===== config.mk =====
export PLATFORM = sky130hd
export DESIGN_NAME = bpc_top
export DESIGN_NICKNAME = d
export VERILOG_FILES = /design/src/core/bpc_region.v /design/src/core/bpc_top.v
export VERILOG_INCLUDE_DIRS = /design/src /design/src/core
export SDC_FILE = /design/constraint.sdc
export NUM_CORES = 1
export LEC_CHECK = 0
export ABC_AREA = 1
export BUFFER_PORTS_ARGS = -buffer_cell sky130_fd_sc_hd__clkbuf_2
export CORE_UTILIZATION = 44
export CTS_CLUSTER_DIAMETER = 30
export DETAILED_ROUTE_END_ITERATION = 7
export PLACE_DENSITY = 0.71
export RECOVER_POWER = 50
export SLEW_MARGIN = 20
export SYNTH_ARGS = -nofsm -noshare
export SYNTH_HDL_FRONTEND = slang
export SYNTH_SLANG_ARGS = --single-unit

===== constraint.sdc =====
create_clock -name ref_clk -period 1.84 [get_ports ref_clk]
set_input_delay 0.368 -clock ref_clk [delete_from_list [all_inputs] [get_ports ref_clk]]
set_output_delay 0.368 -clock ref_clk [all_outputs]
set_load 0.02 [all_outputs]

===== src/core/bpc_map.vh =====
// Address map, field layout and reset values of the protection bytes
`ifndef BPC_MAP_VH
`define BPC_MAP_VH

// ----------------------------------------------------------------
// Byte addresses in configuration space
// ----------------------------------------------------------------
`define BPC_ADDR_CPL        22'h300008
`define BPC_ADDR_CPH        22'h300009
`define BPC_ADDR_WPL        22'h30000A
`define BPC_ADDR_WPH        22'h30000B
`define BPC_ADDR_TRL        22'h30000C
`define BPC_ADDR_TRH        22'h30000D
`define BPC_ADDR_IDL        22'h3FFFFE
`define BPC_ADDR_IDH        22'h3FFFFF

// ----------------------------------------------------------------
// Region limits
// ----------------------------------------------------------------
`define BPC_BOOT_LAST       22'h0001FF
`define BPC_BLK_FIRST       22'h000200
`define BPC_BLK_LAST        22'h007FFF
`define BPC_BLK_LSB         13
`define BPC_CFG_FIRST       22'h300000
`define BPC_CFG_LAST        22'h3000FF
`define BPC_CFGSP_TOP       2'h3

// ----------------------------------------------------------------
// Implemented-bit masks, also the unprogrammed (erased) values
// ----------------------------------------------------------------
`define BPC_MASK_LOW        8'h0F
`define BPC_MASK_CPH        8'hC0
`define BPC_MASK_WPH        8'hE0
`define BPC_MASK_TRH        8'h40

// ----------------------------------------------------------------
// Field positions in the high bytes
// ----------------------------------------------------------------
`define BPC_BIT_EE          7
`define BPC_BIT_BOOT        6
`define BPC_BIT_CFG         5
`define BPC_CFG_SPACE_STORE_LOCK_MASK       8'h20

// ----------------------------------------------------------------
// Identification field layout
// ----------------------------------------------------------------
`define BPC_ID_LOW_W        3
`define BPC_STEP_W          5
`define BPC_PART_W          11
`define BPC_ZERO_BYTE       8'h00

`endif


===== src/core/bpc_region.v =====
// Address region decoder for the protected program blocks
`timescale 1ns/1ps
`include "bpc_map.vh"

module bpc_region #(
  parameter NUM_BLOCKS = 4
) (
  input  wire [21:0]           addr,
  output wire                  in_boot,
  output wire [NUM_BLOCKS-1:0] in_block,
  output wire                  in_cfg
);

  wire in_prog;

  // ----------------------------------------------------------------
  // Region compare
  // ----------------------------------------------------------------
  assign in_boot = (addr <= `BPC_BOOT_LAST);
  assign in_prog = (addr >= `BPC_BLK_FIRST) && (addr <= `BPC_BLK_LAST);
  assign in_cfg  = (addr >= `BPC_CFG_FIRST) && (addr <= `BPC_CFG_LAST);

  // One 8 KB block per index; block 0 starts after the boot region
  genvar i;
  generate
    for (i = 0; i < NUM_BLOCKS; i = i + 1)
    begin : g_blk
      assign in_block[i] = in_prog &&
        ({30'h0, addr[`BPC_BLK_LSB+1:`BPC_BLK_LSB]} == i);
    end
  endgenerate

endmodule


===== src/core/bpc_top.v =====
// Block protection configuration bytes and access checker
`timescale 1ns/1ps
`include "bpc_map.vh"

module bpc_top #(
  parameter NUM_BLOCKS   = 4,
  parameter [10:0] PART_CODE    = 11'h2A6,  // Arbitrary value
  parameter [4:0]  SILICON_STEP = 5'h03     // Arbitrary value
) (
  input  wire                  ref_clk,
  input  wire                  reset,
  input  wire                  tbl_rd_req,
  input  wire                  tbl_wr_req,
  input  wire [21:0]           tbl_addr,
  input  wire                  tbl_ee_sel,
  input  wire [7:0]            tbl_wr_data,
  input  wire [21:0]           exec_addr,
  input  wire                  user_mode,
  input  wire [7:0]            mem_rd_data,
  output reg  [7:0]            tbl_rd_data_reg,
  output reg                   tbl_rd_valid_reg,
  output reg                   tbl_rd_blocked_reg,
  output reg                   tbl_wr_done_reg,
  output reg                   tbl_wr_refused_reg,
  output reg                   mem_wr_grant_reg,
  output wire [NUM_BLOCKS-1:0] code_lock_block,
  output wire                  eeprom_code_lock,
  output wire                  boot_code_lock,
  output wire [NUM_BLOCKS-1:0] flash_store_lock_block,
  output wire                  eeprom_store_lock,
  output wire                  boot_store_lock,
  output wire                  cfg_space_store_lock,
  output wire [NUM_BLOCKS-1:0] table_read_guard_block,
  output wire                  boot_table_read_guard
);

  // ----------------------------------------------------------------
  // Protection bytes, stored with unimplemented bits held at 0
  // ----------------------------------------------------------------
  reg  [7:0]            code_protect_low_reg;
  reg  [7:0]            code_protect_high_reg;
  reg  [7:0]            write_protect_low_reg;
  reg  [7:0]            write_protect_high_reg;
  reg  [7:0]            read_protect_low_reg;
  reg  [7:0]            read_protect_high_reg;

  wire                  tgt_boot;
  wire [NUM_BLOCKS-1:0] tgt_block;
  wire                  tgt_cfg;
  wire                  exe_boot;
  wire [NUM_BLOCKS-1:0] exe_block;
  wire                  tgt_cfgsp;
  wire                  tgt_prog;
  wire [7:0]            part_ident_low;
  wire [7:0]            part_ident_high;
  // Per-region protection verdicts, 1 means the access is hit
  wire [NUM_BLOCKS-1:0] blk_code_hit;
  wire [NUM_BLOCKS-1:0] blk_guard_hit;
  wire [NUM_BLOCKS-1:0] blk_store_hit;
  wire                  boot_code_hit;
  wire                  boot_guard_hit;
  wire                  boot_store_hit;
  wire                  ee_code_hit;
  wire                  ee_store_hit;
  wire                  cfg_store_hit;
  wire                  cfg_wr_ok;

  reg  [7:0]            rd_data_next;
  reg                   rd_block_next;
  reg                   wr_refuse_next;
  reg  [7:0]            wr_keep;
  reg                   code_block;
  reg                   guard_block;

  // ----------------------------------------------------------------
  // Region decode of target and executing code
  // ----------------------------------------------------------------
  bpc_region #(
    .NUM_BLOCKS (NUM_BLOCKS)
  ) u_tgt (
    .addr     (tbl_addr),
    .in_boot  (tgt_boot),
    .in_block (tgt_block),
    .in_cfg   (tgt_cfg)
  );

  bpc_region #(
    .NUM_BLOCKS (NUM_BLOCKS)
  ) u_exe (
    .addr     (exec_addr),
    .in_boot  (exe_boot),
    .in_block (exe_block),
    .in_cfg   ()
  );

  assign tgt_cfgsp = (tbl_addr[21:20] == `BPC_CFGSP_TOP);
  assign tgt_prog  = tgt_boot | (|tgt_block);

  // Ident bytes sit outside the config range, so they never land here
  assign cfg_wr_ok = tbl_wr_req & ~tbl_ee_sel & tgt_cfg & ~wr_refuse_next;

  // ----------------------------------------------------------------
  // Identification bytes, fixed at build time
  // ----------------------------------------------------------------
  assign part_ident_low  = {PART_CODE[`BPC_ID_LOW_W-1:0],
                            SILICON_STEP};
  assign part_ident_high = PART_CODE[`BPC_PART_W-1:`BPC_ID_LOW_W];

  // ----------------------------------------------------------------
  // Lock outputs straight from the stored bytes, 0 means protected
  // ----------------------------------------------------------------
  assign code_lock_block        = code_protect_low_reg[NUM_BLOCKS-1:0];
  assign eeprom_code_lock       = code_protect_high_reg[`BPC_BIT_EE];
  assign boot_code_lock         = code_protect_high_reg[`BPC_BIT_BOOT];
  assign flash_store_lock_block = write_protect_low_reg[NUM_BLOCKS-1:0];
  assign eeprom_store_lock      = write_protect_high_reg[`BPC_BIT_EE];
  assign boot_store_lock        = write_protect_high_reg[`BPC_BIT_BOOT];
  assign cfg_space_store_lock   = write_protect_high_reg[`BPC_BIT_CFG];
  assign table_read_guard_block = read_protect_low_reg[NUM_BLOCKS-1:0];
  assign boot_table_read_guard  = read_protect_high_reg[`BPC_BIT_BOOT];

  // ----------------------------------------------------------------
  // Per-block verdicts, one slice per program block
  // ----------------------------------------------------------------
  // Each slice only fires for the block the target address is in,
  // so an OR over the slices gives the verdict for any block.
  genvar b;
  generate
    for (b = 0; b < NUM_BLOCKS; b = b + 1)
    begin : g_verdict
      // Programming-port read of a code-locked block
      assign blk_code_hit[b]  = tgt_block[b] &
                                ~code_protect_low_reg[b];
      // Read of a guarded block by code running outside it
      assign blk_guard_hit[b] = tgt_block[b] & ~exe_block[b] &
                                ~read_protect_low_reg[b];
      // Store verdicts bind user code and programming port alike
      assign blk_store_hit[b] = tgt_block[b] &
                                ~write_protect_low_reg[b];
    end
  endgenerate

  // ----------------------------------------------------------------
  // Single-region verdicts: boot region, data EEPROM, config bytes
  // ----------------------------------------------------------------
  assign boot_code_hit  = tgt_boot &
                          ~code_protect_high_reg[`BPC_BIT_BOOT];
  // Code inside the boot region may always read itself
  assign boot_guard_hit = tgt_boot & ~exe_boot &
                          ~read_protect_high_reg[`BPC_BIT_BOOT];
  assign boot_store_hit = tgt_boot &
                          ~write_protect_high_reg[`BPC_BIT_BOOT];
  // EEPROM verdicts ignore the address; the select alone picks them
  assign ee_code_hit    = ~code_protect_high_reg[`BPC_BIT_EE];
  assign ee_store_hit   = ~write_protect_high_reg[`BPC_BIT_EE];
  assign cfg_store_hit  = ~write_protect_high_reg[`BPC_BIT_CFG];

  // ----------------------------------------------------------------
  // Read path: protection verdict and byte selection
  // ----------------------------------------------------------------
  // Code protection guards against the programming port only, the
  // table-read guard against user code in a different block.
  always @*
  begin
    code_block  = ~user_mode &
                  ((|blk_code_hit) | boot_code_hit);
    guard_block = user_mode &
                  ((|blk_guard_hit) | boot_guard_hit);
    rd_block_next = 1'b0;
    rd_data_next  = `BPC_ZERO_BYTE;
    if (tbl_ee_sel)
    begin
      rd_block_next = ~user_mode &
                      ee_code_hit;
      rd_data_next  = mem_rd_data;
    end
    else if (tgt_cfgsp)
    begin
      // Unimplemented positions are stored as 0 and so read as 0
      case (tbl_addr)
        `BPC_ADDR_CPL: rd_data_next = code_protect_low_reg;
        `BPC_ADDR_CPH: rd_data_next = code_protect_high_reg;
        `BPC_ADDR_WPL: rd_data_next = write_protect_low_reg;
        `BPC_ADDR_WPH: rd_data_next = write_protect_high_reg;
        `BPC_ADDR_TRL: rd_data_next = read_protect_low_reg;
        `BPC_ADDR_TRH: rd_data_next = read_protect_high_reg;
        `BPC_ADDR_IDL: rd_data_next = part_ident_low;
        `BPC_ADDR_IDH: rd_data_next = part_ident_high;
        default:       rd_data_next = `BPC_ZERO_BYTE;
      endcase
    end
    else
    begin
      rd_block_next = code_block | guard_block;
      rd_data_next  = mem_rd_data;
    end
    if (rd_block_next)
      rd_data_next = `BPC_ZERO_BYTE;
  end

  // ----------------------------------------------------------------
  // Write path: verdict and the user-mode hold on the config lock
  // ----------------------------------------------------------------
  always @*
  begin
    wr_keep = `BPC_ZERO_BYTE;
    if (tbl_ee_sel)
      wr_refuse_next = ee_store_hit;
    else if (tgt_cfg)
      wr_refuse_next = cfg_store_hit;
    else if (tgt_cfgsp)
      wr_refuse_next = 1'b1;   // Ident and other config bytes fixed
    else
      wr_refuse_next =
        (|blk_store_hit) |
        boot_store_hit;
    // User code may not move the config lock; ones in keep hold it
    if (user_mode && (tbl_addr == `BPC_ADDR_WPH))
      wr_keep = `BPC_CFG_SPACE_STORE_LOCK_MASK;
  end

  // ----------------------------------------------------------------
  // Answer registers, one cycle after each request
  // ----------------------------------------------------------------
  always @(posedge ref_clk)
  begin
    if (reset)
    begin
      tbl_rd_data_reg    <= `BPC_ZERO_BYTE;
      tbl_rd_valid_reg   <= 1'b0;
      tbl_rd_blocked_reg <= 1'b0;
      tbl_wr_done_reg    <= 1'b0;
      tbl_wr_refused_reg <= 1'b0;
      mem_wr_grant_reg   <= 1'b0;
    end
    else
    begin
      tbl_rd_valid_reg   <= tbl_rd_req;
      tbl_rd_blocked_reg <= tbl_rd_req & rd_block_next;
      tbl_rd_data_reg    <= tbl_rd_req ? rd_data_next : `BPC_ZERO_BYTE;
      tbl_wr_done_reg    <= tbl_wr_req;
      tbl_wr_refused_reg <= tbl_wr_req & wr_refuse_next;
      // Flash and EEPROM datapaths act only on a granted write
      mem_wr_grant_reg   <= tbl_wr_req & ~wr_refuse_next &
                            (tbl_ee_sel | (~tgt_cfgsp & ~tgt_prog) |
                             tgt_prog);
    end
  end

  // ----------------------------------------------------------------
  // Protection bytes: reset models the erased part, writes only clear
  // ----------------------------------------------------------------
  // AND with old value means a 1 in the data never re-arms a bit;
  // only an erase (reset here) brings a bit back to unprogrammed.
  always @(posedge ref_clk)
  begin
    if (reset)
    begin
      code_protect_low_reg   <= `BPC_MASK_LOW;
      code_protect_high_reg  <= `BPC_MASK_CPH;
      write_protect_low_reg  <= `BPC_MASK_LOW;
      write_protect_high_reg <= `BPC_MASK_WPH;
      read_protect_low_reg   <= `BPC_MASK_LOW;
      read_protect_high_reg  <= `BPC_MASK_TRH;
    end
    else if (cfg_wr_ok)
    begin
      case (tbl_addr)
        `BPC_ADDR_CPL:
          code_protect_low_reg <= code_protect_low_reg & tbl_wr_data;
        `BPC_ADDR_CPH:
          code_protect_high_reg <= code_protect_high_reg & tbl_wr_data;
        `BPC_ADDR_WPL:
          write_protect_low_reg <= write_protect_low_reg & tbl_wr_data;
        `BPC_ADDR_WPH:
          write_protect_high_reg <= write_protect_high_reg &
                                    (tbl_wr_data | wr_keep);
        `BPC_ADDR_TRL:
          read_protect_low_reg <= read_protect_low_reg & tbl_wr_data;
        `BPC_ADDR_TRH:
          read_protect_high_reg <= read_protect_high_reg & tbl_wr_data;
        default:
          code_protect_low_reg <= code_protect_low_reg;
      endcase
    end
  end

endmodule


[Word-level counts from Yosys, hierarchy flattened]
Index checks and enable logic that the tools add are counted.
Cells by class
  $lt $le $gt $ge: 8
  eq/ne operators: 15
  multiplexer cells: 9
  bitwise logic cells: 74
  reduce and logical (&&, ||, !) cells: 25
Operators by type and width (number)
  $eq A22 B22 Y1 const B: 8
  $pmux W8 S8: 1
  $and A8 B8 Y8: 6
  $ge A22 B10 Y1 const B: 2
  $le A22 B15 Y1 const B: 2
  $le A22 B9 Y1 const B: 2
  $and A1 B1 Y1: 31
  $not A1 Y1: 29
  $ge A22 B22 Y1 const B: 1
  $le A22 B22 Y1 const B: 1
  $mux W8: 2
  $reduce_or A4 Y1: 4
  $logic_and A1 B1 Y1: 12
  $reduce_and A2 Y1: 6
  $eq A2 B2 Y1 const B: 5
  $or A8 B8 Y8: 1
  $or A1 B1 Y1: 7
  $mux W6: 1
  $mux W1: 5
  $eq A2 B1 Y1 const B: 2
  $logic_not A2 Y1: 2
  $reduce_or A3 Y1: 1
Word-level totals
  bits in registers: 61
  input port bits: 66
  output and inout bits: 31
  word-level logic and storage cells: 143

[Depth between registers and ports, before layout]
Gate-level depths: netlist (run 1).
  depth after elaboration: 13
  mapped depth: 13
  depth with buffers taken out: 11

[Modules after synthesis]
Synthesis (run 1) repeated with hierarchy kept, for this count alone.
Unflattened totals
  cell total of the unflattened synthesis: 508
  area total of the unflattened synthesis: 3323.2 sq um
By module, submodules not included
  bpc_top: times used 1, cells each 446, area an instance 3052.9 sq um, seq. area each 1221.2 sq um
  bpc_region: times used 2, cells each 31, area an instance 135.1 sq um, seq. area each 0.0 sq um

[Worst setup path before layout (run 1)]
No wires, ideal clock.
  path type: input to register
  start point: input port tbl_addr[19]
  end point: register code_protect_low_reg[4]
  arrival: 1656 ps
  slack: 75 ps
  cell stages on the path: 13
  buffers on the path: 3
  cells stage by stage: nor2_1 nand2_1 nor2_1 nand2_2 buf_6 nand4_2 nand3_2 o21bai_4 buf_6 buf_6 nand4_1 nand2_1 inv_1
On the way
  longest elaborated chain between the ends: 12
  elaborated cells between the ends (all ways): 26
  classes of those cells: order compare: 5; eq/ne: 1; mux: 3; bitwise: 9; reduce/logical: 8
Ends and longest elaborated chain
  from (decl): RTL line bpc_top.v:14  | input wire [21:0] tbl_addr,
  $ge A22 B10 Y1 (no source line) or $le A22 B15 Y1 (tied branches)
  $logic_and A1 B1 Y1: RTL line bpc_region.v:20  | assign in_prog = (addr >= `BPC_BLK_FIRST) && (addr <= `BPC_BLK_LAST);
  $logic_and A1 B1 Y1: RTL line bpc_region.v:28  | assign in_block[i] = in_prog &&
  $and A1 B1 Y1: RTL line bpc_top.v:138  | assign blk_store_hit[b] = tgt_block[b] &
  $reduce_or A4 Y1: RTL line bpc_top.v:215  | (|blk_store_hit) |
  $or A1 B1 Y1: RTL line bpc_top.v:215
  $mux W1: RTL line bpc_top.v:211  | else if (tgt_cfgsp)
  $mux W1: RTL line bpc_top.v:209  | else if (tgt_cfg)
  $mux W1: RTL line bpc_top.v:207  | if (tbl_ee_sel)
  $not A1 Y1: RTL line bpc_top.v:100  | assign cfg_wr_ok = tbl_wr_req & ~tbl_ee_sel & tgt_cfg & ~wr_refuse_next;
  $and A1 B1 Y1: RTL line bpc_top.v:100
  $reduce_and A2 Y1 (no source line) *
  to (signal assigned): RTL line bpc_top.v:259  | code_protect_low_reg <= `BPC_MASK_LOW;
  to (signal assigned): RTL line bpc_top.v:270  | code_protect_low_reg <= code_protect_low_reg & tbl_wr_data;
  to (signal assigned): RTL line bpc_top.v:283  | code_protect_low_reg <= code_protect_low_reg;
  to (decl): RTL line bpc_top.v:40  | reg [7:0] code_protect_low_reg;
Mark *: on every way between the ends. The rest lies on a longest branch, timed or not.
A chain may end at the register's enable or synchronous reset.

[Worst setup path in the final report (run 1)]
  start point: input port tbl_addr[19]
  end point: register tbl_rd_data_reg[2]
On the way
  longest elaborated chain between the ends: 12
  elaborated cells between the ends (all ways): 44
  classes of those cells: order compare: 3; eq/ne: 8; mux: 5; bitwise: 20; reduce/logical: 8
Ends and longest elaborated chain
  $ge A22 B10 Y1 (no source line) or $le A22 B15 Y1 (tied branches)
  $logic_and A1 B1 Y1: RTL line bpc_region.v:20
  $logic_and A1 B1 Y1: RTL line bpc_region.v:28
  $and A1 B1 Y1 (2 in a row): RTL line bpc_top.v:135  | assign blk_guard_hit[b] = tgt_block[b] & ~exe_block[b] &
  $reduce_or A4 Y1: RTL line bpc_top.v:168  | ((|blk_guard_hit) | boot_guard_hit);
  $or A1 B1 Y1: RTL line bpc_top.v:168
  $and A1 B1 Y1: RTL line bpc_top.v:167  | guard_block = user_mode &
  $or A1 B1 Y1: RTL line bpc_top.v:194  | rd_block_next = code_block | guard_block;
  $mux W1: RTL line bpc_top.v:177  | else if (tgt_cfgsp)
  $mux W1: RTL line bpc_top.v:171  | if (tbl_ee_sel)
  $reduce_or A3 Y1 (no source line)
  to (signal assigned): RTL line bpc_top.v:229  | tbl_rd_data_reg <= `BPC_ZERO_BYTE;
  to (signal assigned): RTL line bpc_top.v:240  | tbl_rd_data_reg <= tbl_rd_req ? rd_data_next : `BPC_ZERO_BYTE;
  to (decl): RTL line bpc_top.v:20  | output reg [7:0] tbl_rd_data_reg,
Parallel ways exist; a longest one is shown, timed or not.

==> results of run 1 <==
cells by family after synthesis:
family,after synthesis
compound gates,33
buf+inv,139
flops,61
mux,6
simple gates,339
cell type report:
cell class / count / area [sq um] / share of cell area
clock buffer: 12 / 145 / 0.0322
clock inverter: 4 / 47.5 / 0.0105
inverter: 101 / 379 / 0.0841
multi-input combinational: 378 / 1860 / 0.412
sequential: 61 / 1220 / 0.271
tap: 102 / 128 / 0.0283
timing repair buffer: 129 / 732 / 0.162
routing by layer:
metal	track usage	wire (microns)
met1	0.359	5280
met4	0.0731	151
met3	0.0512	802
met5	0	0
met2	0.423	5010
cells in the final DEF, fill, tap and decap left out, types with 2 or more instances in the layout:
cell type / instances
nand4_1: 84
nand3b_1: 5
buf_12: 2
nand3_1: 21
inv_1: 98
dfxtp_1: 61
a21boi_0: 2
nor2_1: 98
o21ai_0: 21
nor3_2: 2
mux2i_1: 6
nor2_2: 6
clkbuf_1: 35
clkinv_2: 2
o21ai_1: 8
inv_2: 2
clkbuf_8: 10
nor3_1: 2
clkbuf_2: 55
nand2_1: 114
buf_4: 39
cell usage after synthesis, drive strengths merged:
| master | n |
|---|---|
| a21boi | 2 |
| a21oi | 1 |
| buf | 29 |
| clkbuf | 9 |
| clkinv | 1 |
| dfxtp | 61 |
| inv | 100 |
| mux2i | 6 |
| nand2 | 115 |
| nand3 | 23 |
| nand3b | 5 |
| nand4 | 85 |
| nor2 | 105 |
| nor3 | 5 |
| o21ai | 29 |
| o21bai | 1 |
| or2 | 1 |
per-stage QoR:
stage	utilization	hold WS (ns)
after floorplan	-	0.439
after global placement	0.552	0.460
after detailed placement	0.552	0.462
after CTS	0.576	0.227
after global routing	0.572	0.233
final	0.572	0.239
worst max-delay path, stage by stage:
cell and delay (ns):
clkbuf_1 0.08, nor2_1 0.16, buf_4 0.13, nand2_1 0.07, nor2_2 0.26, nand3_1 0.11
buf_4 0.17, o21ai_0 0.22, nor2_1 0.14, nand3_1 0.09, mux2i_1 0.07, nor2_1 0.09
worst max path at each step:
stage	startpoint	endpoint	depth (start not counted)
6_report	tbl_addr[19]	tbl_rd_data_reg[2]	12
3_3_place_gp	tbl_addr[17]	tbl_wr_refused_reg	13
4_1_cts	tbl_addr[19]	tbl_rd_data_reg[2]	12
2_1_floorplan	tbl_addr[19]	code_protect_low_reg[4]	13
3_5_place_dp	tbl_addr[19]	tbl_rd_data_reg[7]	11
5_1_grt	tbl_addr[19]	tbl_rd_data_reg[6]	11
timing repair:
action | in CTS | in global routing
buffers inserted | 0 | 0
endpoints found under the setup margin | 0 | 2
gates resized for setup | 0 | 1
where the power goes:
part | internal [W] | switching (W)
registers | 0.00133 | 0.00000288
clock network | 0.000659 | 0.000540
logic | 0.000112 | 0.000186
total | 0.00210 | 0.000729
==> impl_metrics.yaml, run 1 <==
clocking:
  cts_sinks: 61
  clkTransAtPathRegs_ns: 0.07
  cts-root-buf: "clkbuf_8"
  ctsHoldBuffers: 0
  htreeDepth: 3
  cts_buffer_depth: 2
  clk_latency_ns: 0.35
  cts_tree: "yes"
  numCtsBuffers: 9
floorplanning:
  fp.dieH_microns: 93.3
  ios: 97
  rows: 32
  core_region_area_sq_um: 7890
  die_w_microns: 93.3
  dieArea_sq_um: 8710
  initial_core_util: 0.465
drt:
  drt.antenna.violating_nets: 0
  vias: 4084
  wl_per_cell_microns: 14.3
  dr.first_iter.drc_count: 265
  vias_per_cell: 5.19
  first_pass_iters: 4
  drt_wl_total_mm: 11.2
  remaining_drc_errors: 0
pwr:
  total_power_w: 0.00283
  p_per_area_nw_per_um2: 628
  p_leak_nw: 2.29
  ir_drop_mv: 0.569
final_layout:
  area_delta_synth_final_pct: 22.8
  final_cells: 787
  drive_above_1_share: 0.185
  fin_area_sq_um: 4510
  final_nets: 746
  n_antenna_cell: 0
  fillerInstances: 813
hold_path:
  holdCritStartpoint: "tbl_wr_req"
  whs_path_depth: 3
  min_to: "tbl_wr_refused_reg"
  min_path_type: "in -> reg"
timing:
  setup_slack_ns: 0.161
  tightest_slew_ns: 0.656
  setup_violations: 0
  hold_viol_final: 0
  finalSetupTns_ns: 0
  rsz0062_at_grt: "false"
  relSlewSlack: 0.562
  period_share: 0.912
  post-route-min-period_ns: 1.68
  worst_clock_skew_ns: 0.00631
  fmax_mhz: 596
  slew_viol_final: 0
global_routing:
  grt_pass1_vias: 3527
  grt_pass1_wl_mm: 17.3
  grt_max_degree: 49
  grt.overflow.total: 0
  grtUsageTotal: 0.263
  antenna_found_initial: 0
synth:
  synth_xor_area_frac: 0
  synth_seq_cells: 61
  ys_top_cells_by_area: "dfxtp_1, nand4_1, nand2_1"
  synth_compound_area_frac: 0.0501
  syn_avg_cell_area_sq_um: 6.35
  synth_area_sq_um: 3670
  yosysWarnings: 0
  muxShareOfSynthArea: 0.0164
  synth_adder_area_share: 0
  synth_top_family_by_area: "simple AND/OR/NAND/NOR gates"
  synthDominantCellAreaShare: 0.333
  syn_nets: 644
  synth_top_area_cell: "dfxtp_1"
  synth-simple-area-share: 0.435
  syn_inst: 578
  synthDistinctLibCells: 27
  yosysSeqAreaShare: 0.333
worst_setup_path:
  r2r_end: "tbl_wr_refused_reg"
  r2r-start: "write_protect_high_reg[6]"
  critPathKind: "in -> reg"
  critPathRequiredTime_ns: 2.13
  cp-start-kind: "input port"
  r2r_cells: 9
  cp_max_fo: 8
  r2r_setup_slack_ns: 0.40
  arrival_ns: 1.97
  critPathCaptureType: "flip-flop"
placed_design:
  dp_hpwl_mm: 8.39
  portBuffers: 87
  placed_cell_area_sq_um: 4350
  post-place-cells: 771
  gp_congestion: 0.902
  dp_slack_ns: -0.182
run:
  cap_violations: 0
run_status:
  status: "finished, final reports clean"
No activity file was read; power rests on OpenSTA's default activity.
==> run 2: changes to the inputs <==
- CELL_PAD_IN_SITES_DETAIL_PLACEMENT: default -> 2
- CELL_PAD_IN_SITES_GLOBAL_PLACEMENT: default -> 2
- CORE_UTILIZATION: 44 -> 25
- PLACE_DENSITY: 0.71 -> default
- PLACE_DENSITY_LB_ADDON: default -> 0.1
==> impl_metrics.yaml, run 2 (synthesized netlist as in run 1, its figures left out) <==
final_layout:
  final_common_cell: "nand2_1"
  final_util: 0.340
  area_delta_synth_final_pct: 30.5
  fin_area_sq_um: 4790
  final_cell_mix: "nand2_1, inv_1, nor2_1"
  fillerInstances: 1779
  final_nets: 749
  n_antenna_cell: 0
  drive_above_1_share: 0.193
drt:
  remaining_drc_errors: 0
  dr.first_iter.drc_count: 114
  vias_per_cell: 4.81
  drt_wl_total_mm: 15.4
  first_pass_iters: 4
  vias: 4177
  wl_per_cell_microns: 17.8
  drt.antenna.violating_nets: 0
pwr:
  comb_power_share: 0.089
  pwr-share-seq: 0.367
  total_power_w: 0.00364
  intPower_w: 0.00278
  p_switching_w: 0.000857
  ir_drop_mv: 0.410
  p_leak_nw: 2.37
  clockPowerShare: 0.544
  p_per_area_nw_per_um2: 760
  switching_share: 0.236
hold_path:
  min_path_type: "in -> reg"
  whs_path_depth: 3
timing:
  period_share: 0.923
  finalSetupTns_ns: 0
  setup_violations: 0
  relSlewSlack: 0.309
  worst_clock_skew_ns: 0.00530
  tightest_slew_ns: 1.04
  hold_viol_final: 0
  post-route-min-period_ns: 1.70
  slew_viol_final: 0
  rsz0062_at_grt: "false"
  setup_slack_ns: 0.141
  fmax_mhz: 589
global_routing:
  grtUsageTotal: 0.216
  antenna_found_initial: 0
  grt.overflow.total: 0
  grt_max_degree: 34
  grt_pass1_wl_mm: 24.2
  grt_pass1_vias: 4473
clocking:
  cts-root-buf: "clkbuf_16"
  cts_sinks: 61
  cts_buffer_depth: 2
  htreeDepth: 3
  clk_latency_ns: 0.34
  numCtsBuffers: 9
  cts_tree: "yes"
  clkTransAtPathRegs_ns: 0.06
worst_setup_path:
  cp_cell_sequence: "clkbuf_2 > nor2_2 > nand2_1 > nor2_4 > nand2_1 > nand3_1 > nor2_1 > nor2_1 > nand3_1 > nand2_1 > nand3_2 > nor2_1"
  critPathKind: "in -> reg"
  critPathCaptureType: "flip-flop"
  cp_slowest_cell: "nand2_1"
  cp_max_fo: 8
  path_delay_family: "simple AND/OR/NAND/NOR gates"
  slowest_delay_ns: 0.18
  critPathRequiredTime_ns: 2.11
  cp-start-kind: "input port"
  cp_num_cells: 12
  arrival_ns: 1.97
  r2r_cells: 8
  crit_buf_inv: 1
placed_design:
  placed_cell_area_sq_um: 4480
  gp_congestion: 0.827
  portBuffers: 87
  dp_slack_ns: -0.295
  dp_hpwl_mm: 11.8
run_status:
  status: "finished, final reports clean"
floorplanning:
  core_region_area_sq_um: 14100
  ios: 97
  die_w_microns: 123
  rows: 43
  fp.dieH_microns: 123
  initial_core_util: 0.260
  dieArea_sq_um: 15200
run:
  cap_violations: 0
-- run 2: per-layer routing --
| metal | track usage | routed length, microns | up-vias |
|---|---|---|---|
| li1 | - | - | 2071 |
| met1 | 0.260 | 7050 | 2018 |
| met2 | 0.381 | 7560 | 71 |
| met3 | 0.0470 | 492 | 17 |
| met4 | 0.0693 | 337 | 0 |
| met5 | 0 | 0 | - |
-- run 2: cell type report --
type | instances | area, sq um | share of cell area
clock buffer | 13 | 280 | 0.0585
clock inverter | 3 | 65.1 | 0.0136
inverter | 101 | 379 | 0.0792
multi-input combinational | 379 | 1860 | 0.388
sequential | 61 | 1220 | 0.255
tap | 180 | 225 | 0.0470
timing repair buffer | 131 | 758 | 0.158
-- run 2: metrics by stage --
step / hold WS, ns / cells
2_1_floorplan: 0.439 / 578
3_3_place_gp: 0.455 / 851
3_5_place_dp: 0.464 / 851
4_1_cts: 0.234 / 867
5_1_grt: 0.260 / 868
6_report: 0.246 / 868
-- run 2: final timing paths --
check                                start                 endpoint  slack, ns
hold reg to reg    code_protect_low_reg[3]  code_protect_low_reg[3]       0.47
hold / removal                  tbl_wr_req       tbl_wr_refused_reg       0.25
setup reg to reg  write_protect_low_reg[0]       tbl_wr_refused_reg       0.32
setup / recovery              tbl_addr[10]       tbl_rd_data_reg[2]       0.14
-- run 2: worst reg2reg max path, cell delays in order, from the launching register on --
cell,delay [ns]
dfxtp_1,0.39
inv_1,0.10
nand4_1,0.14
nand3_2,0.11
o21bai_4,0.18
buf_12,0.21
o21ai_1,0.13
nand2_1,0.07
nor2_1,0.03
-- run 2: power by group through the flow --
stage | Clock [W] | Sequential [W] | Combinational [W]
after floorplan | 0 | 0.00138 | 0.000134
after global placement | 0 | 0.00136 | 0.000317
after detailed placement | 0 | 0.00137 | 0.000327
after CTS | 0.00202 | 0.00134 | 0.000330
after global routing | 0.00208 | 0.00134 | 0.000356
final | 0.00198 | 0.00134 | 0.000324
-- run 2: repair_timing --
action,in CTS,in global routing
hold buffers,0,0
endpoints found under the setup margin,0,50
resized for setup,0,3
buffers inserted,0,0
==> run 3: changes to the inputs <==
- CORE_UTILIZATION: 25 -> 26
- CTS_BUF_LIST: default -> sky130_fd_sc_hd__clkbuf_4
- MAX_ROUTING_LAYER: default -> met4
==> impl_metrics.yaml, run 3 (synthesized netlist as in run 1, its figures left out) <==
run_status:
  status: "finished, final reports clean"
pwr:
  p_leak_nw: 2.29
  total_power_w: 0.00279
  p_per_area_nw_per_um2: 606
  ir_drop_mv: 0.232
worst_setup_path:
  critPathKind: "in -> reg"
  cpMostUsedCell: "nand2_1"
  path_delay_family: "simple AND/OR/NAND/NOR gates"
  r2r_end: "read_protect_low_reg[1]"
  cp_num_cells: 12
  cp_slowest_cell: "o21bai_4"
  crit_buf_inv: 2
  cp-start-kind: "input port"
  r2r_cells: 8
  cp_max_fo: 12
  cp-startpoint: "tbl_addr[19]"
  r2r_setup_slack_ns: 0.36
  critPathCaptureType: "flip-flop"
  r2r-start: "write_protect_low_reg[0]"
  critPathRequiredTime_ns: 2.16
  slowest_delay_ns: 0.20
  crit_end: "read_protect_low_reg[1]"
  cp_cell_sequence: "clkbuf_1 > nor2_1 > nand2_1 > nor2_1 > nand2_2 > nand4_1 > nand3_2 > o21bai_4 > buf_4 > nand4_1 > nand2_1 > nand2_1"
  arrival_ns: 1.96
drt:
  drt.antenna.violating_nets: 0
  vias_per_cell: 4.82
  first_pass_iters: 4
  dr.first_iter.drc_count: 174
  wl_per_cell_microns: 17.1
  remaining_drc_errors: 0
  vias: 4182
  drt_wl_total_mm: 14.8
timing:
  hold_viol_final: 0
  period_share: 0.892
  fmax_mhz: 610
  post-route-min-period_ns: 1.64
  tightest_slew_ns: 0.740
  worst_clock_skew_ns: 0.0233
  slew_viol_final: 0
  rsz0062_at_grt: "false"
  relSlewSlack: 0.507
  setup_violations: 0
global_routing:
  met2_usage: 0.380
  antenna_found_initial: 0
  grtUsageTotal: 0.223
  grt_use_met1: 0.267
  use_met3: 0.0354
  grt_pass1_vias: 4401
  grt_pass1_wl_mm: 23.7
  grt.overflow.total: 0
  grt_max_degree: 49
  grt-busiest-layer: "met2"
clocking:
  cts-root-buf: "clkbuf_4"
  cts_sinks: 61
  clk_latency_ns: 0.45
  clkTransAtPathRegs_ns: 0.12
  htreeDepth: 3
  cts_resized: 0
  cts_tree: "yes"
  cts_buffer_depth: 2
  post-cts-setup-buffers: 0
  numCtsBuffers: 9
  ctsHoldBuffers: 0
floorplanning:
  core_region_area_sq_um: 13800
  dieArea_sq_um: 14600
  die_w_microns: 121
  ios: 97
  initial_core_util: 0.265
  rows: 43
  fp.dieH_microns: 121
final_layout:
  fin_area_sq_um: 4610
  final_nets: 748
  final_util: 0.333
  drive_above_1_share: 0.189
  n_antenna_cell: 0
  final_common_cell: "nand2_1"
  fillerInstances: 1739
  final_cell_mix: "nand2_1, inv_1, nor2_1"
  area_delta_synth_final_pct: 25.5
placed_design:
  gp_congestion: 0.830
  placed_cell_area_sq_um: 4490
  dp_hpwl_mm: 11.5
  portBuffers: 87
hold_path:
  min_path_type: "in -> reg"
run:
  cap_violations: 0
-- run 3: changes by cell type in the layout (fill, tap and decap cells not counted), sizes merged --
cell and delta:
clkinv +1, inv +1, nand2 -1, clkinvlp +1
clkbuf -3
-- run 3: cell type report --
| cell class | instances | area [sq um] | area share |
|---|---|---|---|
| multi-input combinational | 378 | 1850 | 0.401 |
| sequential | 61 | 1220 | 0.265 |
| timing repair buffer | 131 | 771 | 0.167 |
| inverter | 101 | 379 | 0.0823 |
| tap | 180 | 225 | 0.0489 |
| clock inverter | 6 | 86.3 | 0.0187 |
| clock buffer | 10 | 75.1 | 0.0163 |
-- run 3: through the flow --
| step | cells | setup WS [ns] | hold slack (ns) | TNS, ns |
|---|---|---|---|---|
| detailed placement | 851 | -0.277 | 0.468 | -12.04 |
| global placement | 851 | -0.173 | 0.458 | -7.96 |
| global route | 867 | 0.0161 | 0.129 | 0 |
| CTS | 867 | 0.188 | 0.0994 | 0 |
| floorplan | 578 | 0.0752 | 0.439 | 0 |
| finish | 867 | 0.199 | 0.138 | 0 |
-- run 3: worst min-delay path by stage --
stage	cells past startpoint	from	end
floorplan	2	read_protect_low_reg[0]	read_protect_low_reg[0]
global placement	2	code_protect_low_reg[3]	code_protect_low_reg[3]
detailed placement	2	write_protect_low_reg[1]	write_protect_low_reg[1]
CTS	3	tbl_wr_req	tbl_wr_refused_reg
global route	3	tbl_wr_req	tbl_wr_refused_reg
finish	3	tbl_wr_req	tbl_wr_refused_reg
-- run 3: tightest hold or removal path, stage by stage --
cell and delay, ns:
clkbuf_2 0.09, nand2_1 0.06, nor2_1 0.03
-- run 3: report_power, final --
group          internal, W  total, W  switching, W
logic             0.000119  0.000324      0.000205
registers          0.00133   0.00133    0.00000290
clock network     0.000566   0.00113      0.000567
total              0.00202   0.00279      0.000775
-- run 3: layer usage --
metal | part of all wire | routed length, microns | vias to the layer above
li1 | - | - | 2059
met1 | 0.44 | 6580 | 2033
met2 | 0.50 | 7430 | 71
met3 | 0.037 | 551 | 19
met4 | 0.017 | 247 | 0
met5 | 0 | 0 | -
